`config.mk`:
```
export PLATFORM = sky130hd
export DESIGN_NAME = dpsi_core
export DESIGN_NICKNAME = d
export VERILOG_FILES = /design/src/core/dpsi_core.v /design/src/core/dpsi_edge.v
export VERILOG_INCLUDE_DIRS = /design/src /design/src/core
export SDC_FILE = /design/constraint.sdc
export NUM_CORES = 1
export LEC_CHECK = 0
export BUFFER_PORTS_ARGS = -buffer_cell sky130_fd_sc_hd__buf_2
export CORE_AREA = 2 2 167 169
export CTS_CLUSTER_SIZE = 12
export DETAILED_ROUTE_END_ITERATION = 10
export DIE_AREA = 0 0 169 171
export PLACE_DENSITY_LB_ADDON = 0.05
export SLEW_MARGIN = 40
export SYNTH_ARGS = -nofsm -noshare
export SYNTH_HDL_FRONTEND = slang
export SYNTH_SLANG_ARGS = --single-unit
```
`constraint.sdc`:
```
create_clock -name core_clk_i -period 4.2 [get_ports core_clk_i]
set_clock_uncertainty 0.15 [all_clocks]
set_input_delay 0.84 -clock core_clk_i [delete_from_list [all_inputs] [get_ports core_clk_i]]
set_output_delay 0.84 -clock core_clk_i [all_outputs]
set_load 0.02 [all_outputs]
```
`src/core/dpsi_map.vh`:
```
// register offsets, field positions, reset values and timing counts of the process-data interface
`ifndef DPSI_MAP_VH
`define DPSI_MAP_VH

// parameter channel address of the settling-motion switch
`define DPSI_SETTLE_ADDR 16'h1410
`define DPSI_SETTLE_RESET 16'h0001
// parameter channel address of the control word (own choice)
`define DPSI_CTRL_ADDR 16'h1000

// receive data set byte positions
`define DPSI_RX_STAT_LO 9
`define DPSI_RX_MODE 11
`define DPSI_RX_IO 12
`define DPSI_RX_POS_LO 13
`define DPSI_RX_PAR_LO 17

// control word bits
`define DPSI_CW_DISABLE 0
`define DPSI_CW_ENABLE 1
`define DPSI_CW_QSTOP 2
`define DPSI_CW_FRESET 3

// status word bits
`define DPSI_SW_FAULT 6
`define DPSI_SW_WARN 7
`define DPSI_SW_HALT 8
`define DPSI_SW_MINFO 13
`define DPSI_SW_MDONE 14
`define DPSI_SW_MFAULT 15

// mode status bits
`define DPSI_MS_HOMED 5
`define DPSI_MS_REJECT 6
`define DPSI_MS_TOGGLE 7

// operating states
`define DPSI_ST_NOT_READY 4'h1
`define DPSI_ST_SW_ON_DIS 4'h3
`define DPSI_ST_READY 4'h4
`define DPSI_ST_SWITCHED 4'h5
`define DPSI_ST_OP_EN 4'h6
`define DPSI_ST_QSTOP 4'h7
`define DPSI_ST_FAULT_RX 4'h8
`define DPSI_ST_FAULT 4'h9

// length of the shaft settling pulse in clock cycles
`define DPSI_SETTLE_CYCLES 16

`endif

```
`src/core/dpsi_core.v`:
```
// operating-state machine and process-data receive set of the drive
`timescale 1ns/100ps
`include "dpsi_map.vh"

// How it works
// any one condition triggers a transition
// settle pulse on enable when toggle active
// settle toggle at 5136, default one
// fieldbus commands only in fieldbus mode
// status word in bytes 9-10
// mode status byte 11, inputs byte 12
// 32-bit actual position in bytes 13-16
// bytes 17-20 from selected parameter, unsynchronised
// state low bits, fault, warn, halt
// mode info, done, fault in bits 13-15
// selected mode in mode status low bits
// homed flag, kept with encoder fitted
// rejected request sets request_rejected
// echo handshake_toggle in bit 7
// master waits for echoed toggle
// input levels in input_signal_byte bits 0-5
// mode activation only in Operation Enable
// process data bits act on rising edge
// parameter writes act on set bit
// master holds enable while current wanted
// disable 6-3-4, enable 4-5-6
// quick stop moves 6 to 7
// fault reset 9-3-4
// mode data taken only on toggle change
// class 2-4 error enters 8, then 9
// unassigned status bits read zero
module dpsi_core #(
  parameter SETTLE_CYCLES = `DPSI_SETTLE_CYCLES,
  parameter ENCODER_FITTED = 1
) (
  // clock and reset
  input wire core_clk_i,
  input wire rst_i,
  // control source and transition conditions
  input wire fieldbus_mode_i,
  input wire init_done_i,
  input wire power_ok_i,
  input wire power_fault_i,
  // error events
  input wire warn_i,
  input wire err_class1_i,
  input wire err_class2_4_i,
  input wire err_resp_done_i,
  input wire err_fatal_i,
  // operating mode status from the mode logic
  input wire mode_info_i,
  input wire mode_done_i,
  input wire mode_fault_i,
  input wire homing_ok_i,
  // process data from the master
  input wire pd_valid_i,
  input wire [15:0] pd_ctrl_word_i,
  input wire [7:0] pd_mode_ctrl_i,
  // parameter channel
  input wire par_wr_i,
  input wire [15:0] par_addr_i,
  input wire [15:0] par_wdata_i,
  output reg [15:0] par_rdata_o,
  // input pins
  input wire home_switch_input_i,
  input wire lower_travel_stop_i,
  input wire upper_travel_stop_i,
  input wire halt_input_i,
  input wire safety_cutoff_b_i,
  input wire safety_cutoff_a_i,
  // actual position and parameterised word
  input wire [31:0] actual_position_i,
  input wire [31:0] param_word_i,
  input wire param_strobe_i,
  // receive data set
  output reg [15:0] drive_status_word_o,
  output reg [7:0] mode_status_byte_o,
  output reg [7:0] input_signal_byte_o,
  output reg [31:0] actual_position_o,
  output reg [31:0] param_bytes_o,
  output wire [159:0] rx_frame_o,
  // to the mode logic and power stage
  output reg mode_start_o,
  output reg [6:0] mode_select_o,
  output wire power_stage_on_o,
  output wire quick_stop_o,
  output reg shaft_settle_o
);
  reg [3:0] state;
  reg [3:0] next_state;
  reg [15:0] shaft_settle_enable;
  reg fault_flag;
  reg warn_flag;
  reg homed_valid;
  reg request_rejected;
  reg handshake_toggle;
  reg [6:0] cur_mode;
  reg [15:0] settle_cnt;
  wire [3:0] pd_rise;
  wire [3:0] cmd;
  wire pd_act;
  wire par_ctrl_wr;
  wire mode_req;
  wire enter_on;

  function [7:0] byte_of;
    input [159:0] frame;
    input integer idx;
    begin
      byte_of = frame[idx*8 +: 8];
    end
  endfunction

  dpsi_edge #(
    .WIDTH(4)
  ) u_edge (
    .core_clk_i(core_clk_i),
    .rst_i(rst_i),
    .level_i(pd_valid_i ? pd_ctrl_word_i[3:0] : 4'h0),
    .rise_o(pd_rise)
  );

  assign pd_act = fieldbus_mode_i;
  assign par_ctrl_wr = par_wr_i && (par_addr_i == `DPSI_CTRL_ADDR);
  // edge on process data, level of set bits on parameter writes
  assign cmd = (pd_act ? pd_rise : 4'h0) |
    ((pd_act && par_ctrl_wr) ? par_wdata_i[3:0] : 4'h0);
  assign mode_req = pd_act && pd_valid_i &&
    (pd_mode_ctrl_i[7] != handshake_toggle);

  // state machine; each transition fires on any one of its conditions
  always @* begin
    next_state = state;
    if (err_class2_4_i && state != `DPSI_ST_FAULT_RX && state != `DPSI_ST_FAULT) begin
      next_state = `DPSI_ST_FAULT_RX;
    end else begin
      case (state)
        `DPSI_ST_NOT_READY: begin
          if (init_done_i)
            next_state = `DPSI_ST_SW_ON_DIS;
        end
        `DPSI_ST_SW_ON_DIS: begin
          if (power_ok_i)
            next_state = `DPSI_ST_READY;
        end
        `DPSI_ST_READY: begin
          if (power_fault_i)
            next_state = `DPSI_ST_SW_ON_DIS;
          else if (cmd[`DPSI_CW_ENABLE])
            next_state = `DPSI_ST_SWITCHED;
        end
        `DPSI_ST_SWITCHED: begin
          if (cmd[`DPSI_CW_DISABLE])
            next_state = `DPSI_ST_SW_ON_DIS;
          else
            next_state = `DPSI_ST_OP_EN;
        end
        `DPSI_ST_OP_EN: begin
          if (cmd[`DPSI_CW_DISABLE])
            next_state = `DPSI_ST_SW_ON_DIS;
          else if (cmd[`DPSI_CW_QSTOP] || err_class1_i)
            next_state = `DPSI_ST_QSTOP;
        end
        `DPSI_ST_QSTOP: begin
          if (cmd[`DPSI_CW_DISABLE])
            next_state = `DPSI_ST_SW_ON_DIS;
          else if (cmd[`DPSI_CW_FRESET])
            next_state = `DPSI_ST_OP_EN;
        end
        `DPSI_ST_FAULT_RX: begin
          if (err_resp_done_i || err_fatal_i)
            next_state = `DPSI_ST_FAULT;
        end
        `DPSI_ST_FAULT: begin
          if (cmd[`DPSI_CW_FRESET])
            next_state = `DPSI_ST_SW_ON_DIS;
        end
        default: next_state = `DPSI_ST_NOT_READY;
      endcase
    end
  end

  assign enter_on = (state == `DPSI_ST_SWITCHED) && (next_state == `DPSI_ST_OP_EN);
  assign power_stage_on_o = (state == `DPSI_ST_OP_EN) || (state == `DPSI_ST_QSTOP);
  assign quick_stop_o = (state == `DPSI_ST_QSTOP);

  always @(posedge core_clk_i) begin
    if (rst_i) begin
      state <= `DPSI_ST_NOT_READY;
      shaft_settle_enable <= `DPSI_SETTLE_RESET;
      fault_flag <= 1'b0;
      warn_flag <= 1'b0;
      homed_valid <= 1'b0;
      request_rejected <= 1'b0;
      handshake_toggle <= 1'b0;
      cur_mode <= 7'h00;
      mode_start_o <= 1'b0;
      mode_select_o <= 7'h00;
      settle_cnt <= 16'h0000;
      shaft_settle_o <= 1'b0;
    end else begin
      state <= next_state;
      if (par_wr_i && par_addr_i == `DPSI_SETTLE_ADDR)
        shaft_settle_enable <= par_wdata_i;
      // settling motion on switching on; a set event wins over clearing
      if (enter_on && shaft_settle_enable[0]) begin
        settle_cnt <= SETTLE_CYCLES[15:0];
        shaft_settle_o <= 1'b1;
      end else if (settle_cnt != 16'h0000) begin
        settle_cnt <= settle_cnt - 16'h0001;
        shaft_settle_o <= (settle_cnt != 16'h0001);
      end
      if (err_class2_4_i)
        fault_flag <= 1'b1;
      else if (state == `DPSI_ST_FAULT && cmd[`DPSI_CW_FRESET])
        fault_flag <= 1'b0;
      if (warn_i)
        warn_flag <= 1'b1;
      else if (cmd[`DPSI_CW_FRESET])
        warn_flag <= 1'b0;
      // homing result survives power stage disable only with an encoder
      if (homing_ok_i)
        homed_valid <= 1'b1;
      else if (ENCODER_FITTED == 0 && !power_stage_on_o)
        homed_valid <= 1'b0;
      mode_start_o <= 1'b0;
      if (mode_req) begin
        handshake_toggle <= pd_mode_ctrl_i[7];
        if (state == `DPSI_ST_OP_EN) begin
          cur_mode <= pd_mode_ctrl_i[6:0];
          mode_select_o <= pd_mode_ctrl_i[6:0];
          mode_start_o <= 1'b1;
          request_rejected <= 1'b0;
        end else begin
          request_rejected <= 1'b1;
        end
      end
    end
  end

  // status word and mode status, refreshed each cycle
  always @(posedge core_clk_i) begin
    if (rst_i) begin
      drive_status_word_o <= 16'h0000;
      mode_status_byte_o <= 8'h00;
      input_signal_byte_o <= 8'h00;
      actual_position_o <= 32'h00000000;
    end else begin
      drive_status_word_o <= {mode_fault_i, mode_done_i, mode_info_i, 4'h0,
        halt_input_i, warn_flag, fault_flag, 2'b00, state};
      mode_status_byte_o <= {handshake_toggle, request_rejected, homed_valid,
        1'b0, cur_mode[3:0]};
      input_signal_byte_o <= {2'b00, safety_cutoff_a_i, safety_cutoff_b_i,
        halt_input_i, upper_travel_stop_i, lower_travel_stop_i, home_switch_input_i};
      actual_position_o <= actual_position_i;
    end
  end

  // parameterised bytes follow their own strobe, not the status sampling
  always @(posedge core_clk_i) begin
    if (rst_i) begin
      param_bytes_o <= 32'h00000000;
    end else if (param_strobe_i) begin
      param_bytes_o <= param_word_i;
    end
  end

  // frame bytes 1-8 belong to the transport and stay zero here
  assign rx_frame_o = {param_bytes_o, actual_position_o, input_signal_byte_o,
    mode_status_byte_o, drive_status_word_o, 64'h0};

  always @* begin
    if (par_addr_i == `DPSI_SETTLE_ADDR)
      par_rdata_o = shaft_settle_enable;
    else if (par_addr_i == `DPSI_CTRL_ADDR)
      par_rdata_o = {byte_of(rx_frame_o, `DPSI_RX_STAT_LO),
        byte_of(rx_frame_o, `DPSI_RX_STAT_LO - 1)};
    else
      par_rdata_o = 16'h0000;
  end
endmodule

```
`src/core/dpsi_edge.v`:
```
// rising-edge detector for a group of control bits
`timescale 1ns/100ps
module dpsi_edge #(
  parameter WIDTH = 4
) (
  // clock and reset
  input wire core_clk_i,
  input wire rst_i,
  // level bits in, one-cycle edge pulses out
  input wire [WIDTH-1:0] level_i,
  output wire [WIDTH-1:0] rise_o
);
  reg [WIDTH-1:0] prev;
  genvar g;

  always @(posedge core_clk_i) begin
    if (rst_i) begin
      prev <= {WIDTH{1'b0}};
    end else begin
      prev <= level_i;
    end
  end

  generate
    for (g = 0; g < WIDTH; g = g + 1) begin : g_rise
      assign rise_o[g] = level_i[g] & ~prev[g];
    end
  endgenerate
endmodule

```
==> impl_metrics.toml, run 1 <==
[timing]
fin_worst_hold_slack_ns = 0.295
tmin_final_ns = 3.39
final-max-slew-violation-count = 0
max_clock_freq_mhz = 295
part_of_the_cycle_the_worst_path_needs = 0.808
setup_violations = 0
final_hold_vio_count = 0
setup_repair_after_global_routing_missed_its_margin = "false"
slew_at_the_pin_with_the_worst_max_slew_slack_ns = 0.661
max-slew-margin-rel = 0.558
finalWorstSetupSlack_ns = 0.805
fin_tns_setup_ns = 0

[setup_path]
r2r_start = "state[2]"
end_kind = "output port"
critPathLaunchType = "primary input"
regToRegSetupSlack_ns = 1.86
timing.rr.end = "cur_mode[2]"
crit_required_ns = 3.21
worst-r2r-cell-count = 5
crit_fanout = 18
critPathKind = "in2out"
worst-endpoint-arrival_ns = 2.40

[cts]
post_cts.repair.setup_buffers = 0
cts_hold_buffers = 0
clock_path_buffers = 2
cts.clk_slew.worst_paths_ns = 0.06
cts_resized = 0
number_of_clock_buffers_inserted_by_tritoncts = 17
clock_sinks = 140
tritoncts = "built"
cts.root.buffer_cell = "clkbuf_16"
cts_htree_levels = 4
worst_skew_pair.late_latency_ns = 0.41

[job]
max_cap_violation_count = 0

[pwr]
power.density_cell_area_nw_per_um2 = 500
vdd_drop_max_mv = 0.227
leakage_nw = 4.06

[grt]
initial_antenna_violation_count = 5
gr-total-overflow = 0
globalRouteTotalUtil = 0.116
maximum_number_of_pins_on_one_net_before_global_route_repair = 45
wire_length_of_the_first_global_routing_pass_mm = 25.6
grt_pass1_vias = 4515

[drt]
remaining_drc_errors = 0
routed_via_density = 3.86
vias = 4985
drt-initial-drc-count = 130
detail-route-antenna-nets = 0
routed_wl_per_cell_um = 13.5
drt-total-wl_mm = 17.4
detailedRoute.firstPassIterationCount = 6

[worst_hold_path]
endpoint_with_the_worst_hold_slack = "shaft_settle_enable[4]"
worst_hold_path_type = "reg2reg"
number_of_stages_on_the_worst_hold_path = 2
timing.hold.worst.start = "shaft_settle_enable[4]"

[logic_synthesis]
netlist_top_cells_area = "dfxtp_1 44%, buf_4 20%, mux2i_1 6.1%, nor2b_1 5.4%, nor2_1 4.2%"
netlist-cell-type-count = 49
synthesis.yosys.warnings = 0
avgSynthCellArea_um2 = 9.10
synth_seq_cells = 140
synthArstFlopShare = 0
synth.cell_area_um2 = 6360
synth-edff-count = 0
ys_seq_area_frac = 0.440
synth_top_cell_by_area = "dfxtp_1"
ys_dominant_reg_cell = "dfxtp_1"
synth_largest_type_area_fraction = 0.440
syn_inst = 699

[placed_design]
numPortBuffers = 332
gpl.final_weighted_congestion = 0.696
place_inst = 1257
placement.cell_area_um2 = 7380
place_hpwl_mm = 13.1
dpl_ws_ns = 0.791

[cells_and_area]
number_of_cells_in_the_finished_layout_apart_from_fillers = 1291
area_delta_synth_final_pct = 25.2
share_of_post_route_cells_with_drive_strength_above_1 = 0.397
post-route-cell-area_um2 = 7970
layout.nets = 1076

[die]
pin_count = 427
die_h_um = 171
number_of_standard_cell_rows_in_the_floorplan = 61
initial_core_util = 0.233
core-area_um2 = 27300
die_area_um2 = 28900
floorplan.die.width_um = 169

[run_status]
run_status = "finished clean"
[where the power goes]
group / internal, W / leakage [nW] / switching [W]
Sequential: 0.00145 / 1.15 / 0.000108
Clock: 0.000891 / 0.279 / 0.000606
Combinational: 0.000360 / 2.63 / 0.000575
Total: 0.00270 / 4.06 / 0.00129
[synth_stat cells (4+ instances only)]
cell type  count
o21ai_0        5
inv_1         10
nor3_1        14
a22o_1        10
buf_4        170
nand3_1        5
xnor2_1        9
mux2i_1       39
nand2_1       40
xor2_1         5
nor4_1         8
dfxtp_1      140
nand4_1        4
buf_2          5
nor2_1        71
and2_1        11
nor2b_1       55
clkbuf_1      25
a21oi_1       26
[layout make-up]
cell class              count  area [um2]
well taps                 346         433
clock inverters            13         141
repair buffers            334        1680
multi-input cells         427        2430
flip-flops and latches    140        2800
fillers                  2953       19400
diodes                      3        7.51
clock buffers              18         439
inverters                  10        37.5
[state kept, by name, indices dropped and copies added, names as in the netlist]
signal / count
shaft_settle_enable: 16
param_bytes_o: 32
request_rejected: 1
warn_flag: 1
state: 4
mode_status_byte_o: 7
mode_start_o: 1
input_signal_byte_o: 5
settle_cnt: 16
handshake_toggle: 1
actual_position_o: 32
shaft_settle_o: 1
drive_status_word_o: 10
fault_flag: 1
u_edge.prev: 4
cur_mode: 7
homed_valid: 1
[kinds of logic after synthesis]
logic type | count (synthesis) | synth area share
muxes | 39 | 0.0613
AOI/OAI and AO/OA | 61 | 0.0639
and+or+nand+nor | 229 | 0.184
adders and majority gates | 2 | 0.00393
xor gates and xnor gates | 14 | 0.0193
DFF | 140 | 0.440
other | 1 | 0.000589
buffers and inverters | 213 | 0.227
[per-stage QoR]
| stage | util | total power, W |
|---|---|---|
| after floorplan | - | 0.00238 |
| after global placement | 0.270 | 0.00253 |
| after detailed placement | 0.270 | 0.00252 |
| after CTS | 0.291 | 0.00407 |
| after global routing | 0.291 | 0.00423 |
| final | 0.292 | 0.00399 |
[per-layer routing]
layer  vias to the layer above  wire length [um]  global-route usage
met5                         -                41                   0
li1                       2494                 -                   -
met4                         6               213              0.0446
met1                      2218              7450               0.140
met2                       249              8220               0.191
met3                        18              1510              0.0391
[cells in the final DEF, fill, tap and decap left out, types with 2 or more instances in the layout]
master      count
buf_2         330
dfxtp_1       140
conb_1         82
nor2_1         71
nor2b_1        55
nand2_1        40
mux2i_1        39
a21oi_1        26
clkbuf_16      17
nor3_1         14
and2_1         11
inv_1          10
a22o_1         10
xnor2_1         9
nor4_1          7
nand3_1         5
o21ai_0         5
xor2_1          5
nand4_1         4
buf_4           4
diode_2         3
or2_2           3
nor3b_1         3
o22ai_1         3
clkinv_2        3
clkinvlp_4      3
inv_6           3
nor4bb_1        2
and4_1          2
o21bai_1        2
a41oi_1         2
a31oi_1         2
nand2b_1        2
or4_1           2
o211ai_1        2
ha_1            2
clkinv_4        2
bufinv_16       2
[how the worst max path moves through the flow]
| stage | from | end | slack [ns] |
|---|---|---|---|
| final | par_addr_i[7] | par_rdata_o[13] | 0.81 |
| after global routing | par_addr_i[7] | par_rdata_o[13] | 0.65 |
| after CTS | par_addr_i[7] | par_rdata_o[13] | 0.79 |
| after detailed placement | par_addr_i[7] | par_rdata_o[13] | 0.79 |
| after global placement | par_addr_i[7] | par_rdata_o[13] | 0.81 |
| after floorplan | par_addr_i[15] | par_rdata_o[0] | 1.14 |
[worst max-delay path, cell delays in order]
cell and delay, ns:
buf_2 0.10, nor4_1 0.37, and4_1 0.68, a22o_1 0.25, buf_2 0.16
Note: power is estimated with default switching activity, not from simulation.
==> inputs of run 2 (changes only) <==
--- a/config.mk
+++ b/config.mk
@@ -6,11 +6,12 @@
 export SDC_FILE = /design/constraint.sdc
 export NUM_CORES = 1
 export LEC_CHECK = 0
+export ABC_AREA = 1
 export BUFFER_PORTS_ARGS = -buffer_cell sky130_fd_sc_hd__buf_2
-export CORE_AREA = 2 2 167 169
+export CORE_AREA = 2 2 165 167
 export CTS_CLUSTER_SIZE = 12
 export DETAILED_ROUTE_END_ITERATION = 10
-export DIE_AREA = 0 0 169 171
+export DIE_AREA = 0 0 167 169
 export PLACE_DENSITY_LB_ADDON = 0.05
 export SLEW_MARGIN = 40
 export SYNTH_ARGS = -nofsm -noshare
==> constraint.sdc (replaced) <==
create_clock -name core_clk_i -period 3 [get_ports core_clk_i]
set_clock_uncertainty 0.15 [all_clocks]
set_input_delay 0.6 -clock core_clk_i [delete_from_list [all_inputs] [get_ports core_clk_i]]
set_output_delay 0.6 -clock core_clk_i [all_outputs]
set_load 0.02 [all_outputs]
==> impl_metrics.toml, run 2 <==
[die]
die_area_um2 = 28200
core-area_um2 = 26500
pin_count = 427
die_h_um = 169
floorplan.die.width_um = 167
number_of_standard_cell_rows_in_the_floorplan = 60
initial_core_util = 0.248

[logic_synthesis]
netlist_top_cells_area = "dfxtp_1 43%, buf_4 19%, nor2_1 11%, inv_1 5.9%, o21ai_0 3.9%"
synth-edff-count = 0
synth.top_cells.by_count = "198 x nor2_1, 170 x buf_4, 140 x dfxtp_1, 103 x inv_1, 66 x nand2_1"
yosysMostFrequentCell = "nor2_1"
ys_dominant_reg_cell = "dfxtp_1"
netlist-cell-type-count = 33
synth.cell_area_um2 = 6580
synth_top_cell_by_area = "dfxtp_1"
avgSynthCellArea_um2 = 7.59
synth_seq_cells = 140
ys_seq_area_frac = 0.426
synthArstFlopShare = 0
syn_inst = 867
synth_largest_type_area_fraction = 0.426
synthesis.yosys.warnings = 0

[cts]
worst_skew_pair.late_latency_ns = 0.42
cts_resized = 0
post_cts.repair.setup_buffers = 0
clock_sinks = 140
number_of_clock_buffers_inserted_by_tritoncts = 17
cts.root.buffer_cell = "clkbuf_16"
tritoncts = "built"
clock_path_buffers = 2
cts_htree_levels = 4
cts_hold_buffers = 0
cts.clk_slew.worst_paths_ns = 0.06

[timing]
max_clock_freq_mhz = 380
slew_at_the_pin_with_the_worst_max_slew_slack_ns = 0.570
max-slew-margin-rel = 0.620
tmin_final_ns = 2.63
setup_repair_after_global_routing_missed_its_margin = "false"
setup_violations = 0
final-max-slew-violation-count = 0
final_hold_vio_count = 0
part_of_the_cycle_the_worst_path_needs = 0.878
fin_tns_setup_ns = 0

[cells_and_area]
area_delta_synth_final_pct = 24.7
most_used_cells_in_the_layout_excluding_fill_and_tap_cells = "332 x buf_2, 198 x nor2_1, 140 x dfxtp_1, 103 x inv_1, 82 x conb_1"
antenna_cells = 0
layout.nets = 1258
fillCellCount = 2965
mostFrequentLayoutCell = "buf_2"
share_of_post_route_cells_with_drive_strength_above_1 = 0.356
biggestRegsByFlops = "actual_position_o x32, param_bytes_o x32"

[job]
max_cap_violation_count = 0

[pwr]
leakage_nw = 4.50
vdd_drop_max_mv = 0.388
report.power.total_w = 0.00571
power.density_cell_area_nw_per_um2 = 696

[setup_path]
crit_fanout = 16
worst-endpoint-arrival_ns = 1.88
critPathLaunchType = "primary input"
critPathKind = "in2out"
end_kind = "output port"
crit_required_ns = 2.25

[grt]
gr-total-overflow = 0
initial_antenna_violation_count = 1
globalRouteTotalUtil = 0.136
grt_pass1_vias = 5203
maximum_number_of_pins_on_one_net_before_global_route_repair = 69
wire_length_of_the_first_global_routing_pass_mm = 29.4

[worst_hold_path]
worst_hold_path_type = "in2reg"

[drt]
remaining_drc_errors = 0
vias = 5719
routed_wl_per_cell_um = 13.5
detail-route-antenna-nets = 0
drt-initial-drc-count = 172
detailedRoute.firstPassIterationCount = 4
routed_via_density = 3.90
drt-total-wl_mm = 19.8

[placed_design]
place_hpwl_mm = 15.1
numPortBuffers = 332
gpl.final_weighted_congestion = 0.726

[run_status]
run_status = "finished clean"
[run 2: worst paths after layout]
path	slack, ns	end	start	cells past startpoint
worst max-delay path	0.37	par_rdata_o[13]	par_addr_i[9]	9
worst min-delay path	0.22	cur_mode[5]	pd_mode_ctrl_i[5]	3
worst max register to register	0.95	settle_cnt[5]	settle_cnt[0]	10
worst min register to register	0.28	drive_status_word_o[6]	fault_flag	2
[run 2: layout make-up]
class | count | area, um2 | share of cell area
flip-flops and latches | 140 | 2800 | 0.342
multi-input cells | 506 | 2290 | 0.279
repair buffers | 343 | 1750 | 0.213
clock buffers | 18 | 429 | 0.0523
well taps | 341 | 427 | 0.0520
inverters | 104 | 390 | 0.0476
clock inverters | 13 | 116 | 0.0142
[run 2: power by group]
part	internal (W)	switching (W)	leakage (nW)	total [W]
combinational	0.000540	0.000978	3.08	0.00152
clock	0.00114	0.000865	0.263	0.00200
sequential	0.00204	0.000152	1.15	0.00219
total	0.00372	0.00199	4.50	0.00571
[run 2: kinds of logic (layout without fill, tap and decap cells)]
logic type      after synthesis  count (layout)  share of synthesized area
compound gates               87              87                     0.0763
other cells                   1              82                   0.000570
flops                       140             140                      0.426
simple gates                324             324                      0.207
xor+xnor                     11              11                     0.0146
fa+ha+maj                     2               2                    0.00380
buf+inv                     302             478                      0.272
[run 2: critical path: stages]
cell     delay, ns
buf_2         0.09
nor2_1        0.09
nand2_1       0.09
buf_4         0.19
nor2_1        0.16
nand2_1       0.07
buf_4         0.20
o22ai_1       0.18
buf_2         0.20
[run 2: stage by stage]
| step | setup slack (ns) | instance area (um2) | cells | hold slack (ns) | utilization |
|---|---|---|---|---|---|
| after floorplan | 0.569 | 6880 | 948 | 0.253 | - |
| after global placement | 0.359 | 7650 | 1434 | 0.266 | 0.289 |
| after detailed placement | 0.358 | 7650 | 1434 | 0.268 | 0.289 |
| after CTS | 0.360 | 8200 | 1465 | 0.193 | 0.309 |
| after global routing | 0.224 | 8200 | 1465 | 0.217 | 0.310 |
| final | 0.366 | 8200 | 1465 | 0.218 | 0.310 |
[run 2: metal layers]
metal  global-route usage  routed length [um]  vias to the layer above  share of wire
met5                    0                  13                        -        0.00066
met4               0.0442                 263                        2          0.013
met3               0.0423                1710                       19          0.086
met2                0.232                9520                      268           0.48
met1                0.163                8330                     2526           0.42
li1                     -                   -                     2904              -
==> inputs of run 3 (changes only) <==
--- a/config.mk
+++ b/config.mk
@@ -6,13 +6,13 @@
 export SDC_FILE = /design/constraint.sdc
 export NUM_CORES = 1
 export LEC_CHECK = 0
-export ABC_AREA = 1
 export BUFFER_PORTS_ARGS = -buffer_cell sky130_fd_sc_hd__buf_2
-export CORE_AREA = 2 2 165 167
+export CORE_AREA = 2 2 167 169
 export CTS_CLUSTER_SIZE = 12
 export DETAILED_ROUTE_END_ITERATION = 10
-export DIE_AREA = 0 0 167 169
+export DIE_AREA = 0 0 169 171
 export PLACE_DENSITY_LB_ADDON = 0.05
+export SETUP_SLACK_MARGIN = 0.02
 export SLEW_MARGIN = 40
 export SYNTH_ARGS = -nofsm -noshare
 export SYNTH_HDL_FRONTEND = slang
==> impl_metrics.toml, run 3 (same netlist as run 1, synthesis figures left out) <==
[pwr]
power.density_cell_area_nw_per_um2 = 719
combinationalPowerShare = 0.229
vdd_drop_max_mv = 0.298
leakage_nw = 4.14
clk_pwr_share = 0.398
switching_power_w = 0.00183
power_report.internal_total_w = 0.00399
power_frac_seq = 0.373
p_sw_frac = 0.315

[cells_and_area]
layout.nets = 1084
fillCellCount = 2966
most_used_cells_in_the_layout_excluding_fill_and_tap_cells = "331 x buf_2, 140 x dfxtp_1, 82 x conb_1, 71 x nor2_1, 55 x nor2b_1"
post-route-cell-area_um2 = 8090
share_of_post_route_cells_with_drive_strength_above_1 = 0.401
mostFrequentLayoutCell = "buf_2"
area_delta_synth_final_pct = 27.2
biggestRegsByFlops = "actual_position_o x32, param_bytes_o x32"

[worst_hold_path]
timing.hold.worst.start = "homing_ok_i"
worst_hold_path_type = "in2reg"
number_of_stages_on_the_worst_hold_path = 3
endpoint_with_the_worst_hold_slack = "homed_valid"

[setup_path]
crit_fanout = 18
worstPathCellList = "buf_2 > nor4_1 > and4_1 > buf_4 > a22o_1 > buf_2"
critPathKind = "in2out"
max_stage_delay_ns = 0.34
worst_path_most_repeated_cell = "buf_2"
crit_required_ns = 2.25
regToRegSetupSlack_ns = 0.84
critical_path_cell_with_the_highest_stage_delay = "nor4_1"
end_kind = "output port"
timing.rr.end = "cur_mode[3]"
worst-path-buf-inv = 3
worst-endpoint-arrival_ns = 1.85
critPathLaunchType = "primary input"
r2r_start = "state[3]"
worst-r2r-cell-count = 5
timing.critical_path.max_delay_family = "simple AND/OR/NAND/NOR gates"

[grt]
maximum_number_of_pins_on_one_net_before_global_route_repair = 49
met1_usage = 0.142
grt_pass1_vias = 4492
globalRouteTotalUtil = 0.117
initial_antenna_violation_count = 6
grt_util_met3 = 0.0437
wire_length_of_the_first_global_routing_pass_mm = 25.8
grtUsageMet2 = 0.193
global_route.peak_usage_layer = "met2"
gr-total-overflow = 0

[timing]
setup_violations = 0
tmin_final_ns = 2.60
max_clock_freq_mhz = 384
setup_repair_after_global_routing_missed_its_margin = "false"
final-max-slew-violation-count = 0
fin_tns_setup_ns = 0
slew_at_the_pin_with_the_worst_max_slew_slack_ns = 0.653
part_of_the_cycle_the_worst_path_needs = 0.868
max-slew-margin-rel = 0.564
final_hold_vio_count = 0

[drt]
remaining_drc_errors = 0
routed_wl_per_cell_um = 13.4
drt-initial-drc-count = 182
drt-total-wl_mm = 17.5
detailedRoute.firstPassIterationCount = 4
routed_via_density = 3.82
vias = 4966
detail-route-antenna-nets = 0

[cts]
clock_sinks = 140
number_of_clock_buffers_inserted_by_tritoncts = 17
worst_skew_pair.late_latency_ns = 0.42
cts_resized = 0
clock_path_buffers = 2
cts_hold_buffers = 0
tritoncts = "built"
cts_htree_levels = 4
cts.clk_slew.worst_paths_ns = 0.07
post_cts.repair.setup_buffers = 0
cts.root.buffer_cell = "clkbuf_16"

[die]
initial_core_util = 0.233
die_area_um2 = 28900
number_of_standard_cell_rows_in_the_floorplan = 61
core-area_um2 = 27300
floorplan.die.width_um = 169
die_h_um = 171
pin_count = 427

[run_status]
run_status = "finished clean"

[job]
max_cap_violation_count = 0

[placed_design]
gpl.final_weighted_congestion = 0.705
placement.cell_area_um2 = 7450
place_hpwl_mm = 13.1
numPortBuffers = 332
[run 3: cell types whose count changed in the layout (fill, tap and decap cells not counted), sizes merged, moves of 18 or more]
cell,before,now
inv,107,13
o21ai,52,5
nor2b,0,55
nand2,68,40
a21oi,8,26
nor2,214,71
mux2i,0,39
[run 3: worst max path at each step]
stage / slack [ns] / end / start / depth (start not counted)
after floorplan: 0.42 / par_rdata_o[0] / par_addr_i[15] / 5
after global placement: 0.38 / par_rdata_o[6] / par_addr_i[7] / 6
after detailed placement: 0.38 / par_rdata_o[1] / par_addr_i[7] / 6
after CTS: 0.37 / par_rdata_o[1] / par_addr_i[7] / 6
after global routing: 0.29 / par_rdata_o[1] / par_addr_i[7] / 6
final: 0.40 / par_rdata_o[1] / par_addr_i[1] / 6
[run 3: per-stage QoR]
| stage | setup WS [ns] | utilization | hold WS, ns | total power, W | std cells |
|---|---|---|---|---|---|
| 6_report | 0.397 | 0.296 | 0.233 | 0.00582 | 1300 |
| 5_1_grt | 0.292 | 0.296 | 0.219 | 0.00617 | 1297 |
| 4_1_cts | 0.375 | 0.296 | 0.214 | 0.00592 | 1297 |
| 2_1_floorplan | 0.424 | - | 0.265 | 0.00333 | 780 |
| 3_5_place_dp | 0.375 | 0.273 | 0.293 | 0.00355 | 1265 |
| 3_3_place_gp | 0.381 | 0.273 | 0.293 | 0.00357 | 1265 |
[run 3: per-layer routing]
metal | vias to the layer above | part of all wire
li1 | 2516 | -
met2 | 234 | 0.46
met4 | 6 | 0.0086
met5 | - | 0.0025
met1 | 2198 | 0.44
met3 | 12 | 0.088
[run 3: power groups by stage]
stage	Clock [W]	Combinational, W	Sequential, W
floorplan	0	0.00108	0.00225
global placement	0	0.00135	0.00222
detailed placement	0	0.00134	0.00221
CTS	0.00240	0.00135	0.00217
global route	0.00248	0.00149	0.00220
finish	0.00231	0.00133	0.00217
[run 3: tightest hold or removal path, cell delays in order]
cell and delay [ns]:
buf_2 0.08, nor2_1 0.03, nor2_1 0.06
[run 3: layout make-up]
cell class                      count  area (um2)  area share
Sequential cell                   140        2800       0.346
Multi-Input combinational cell    427        2420       0.299
Timing Repair Buffer              342        1750       0.216
Clock buffer                       20         457      0.0564
Tap cell                          346         433      0.0535
Clock inverter                     12         184      0.0227
Inverter                           10        37.5     0.00464
Antenna cell                        3        7.51    0.000928
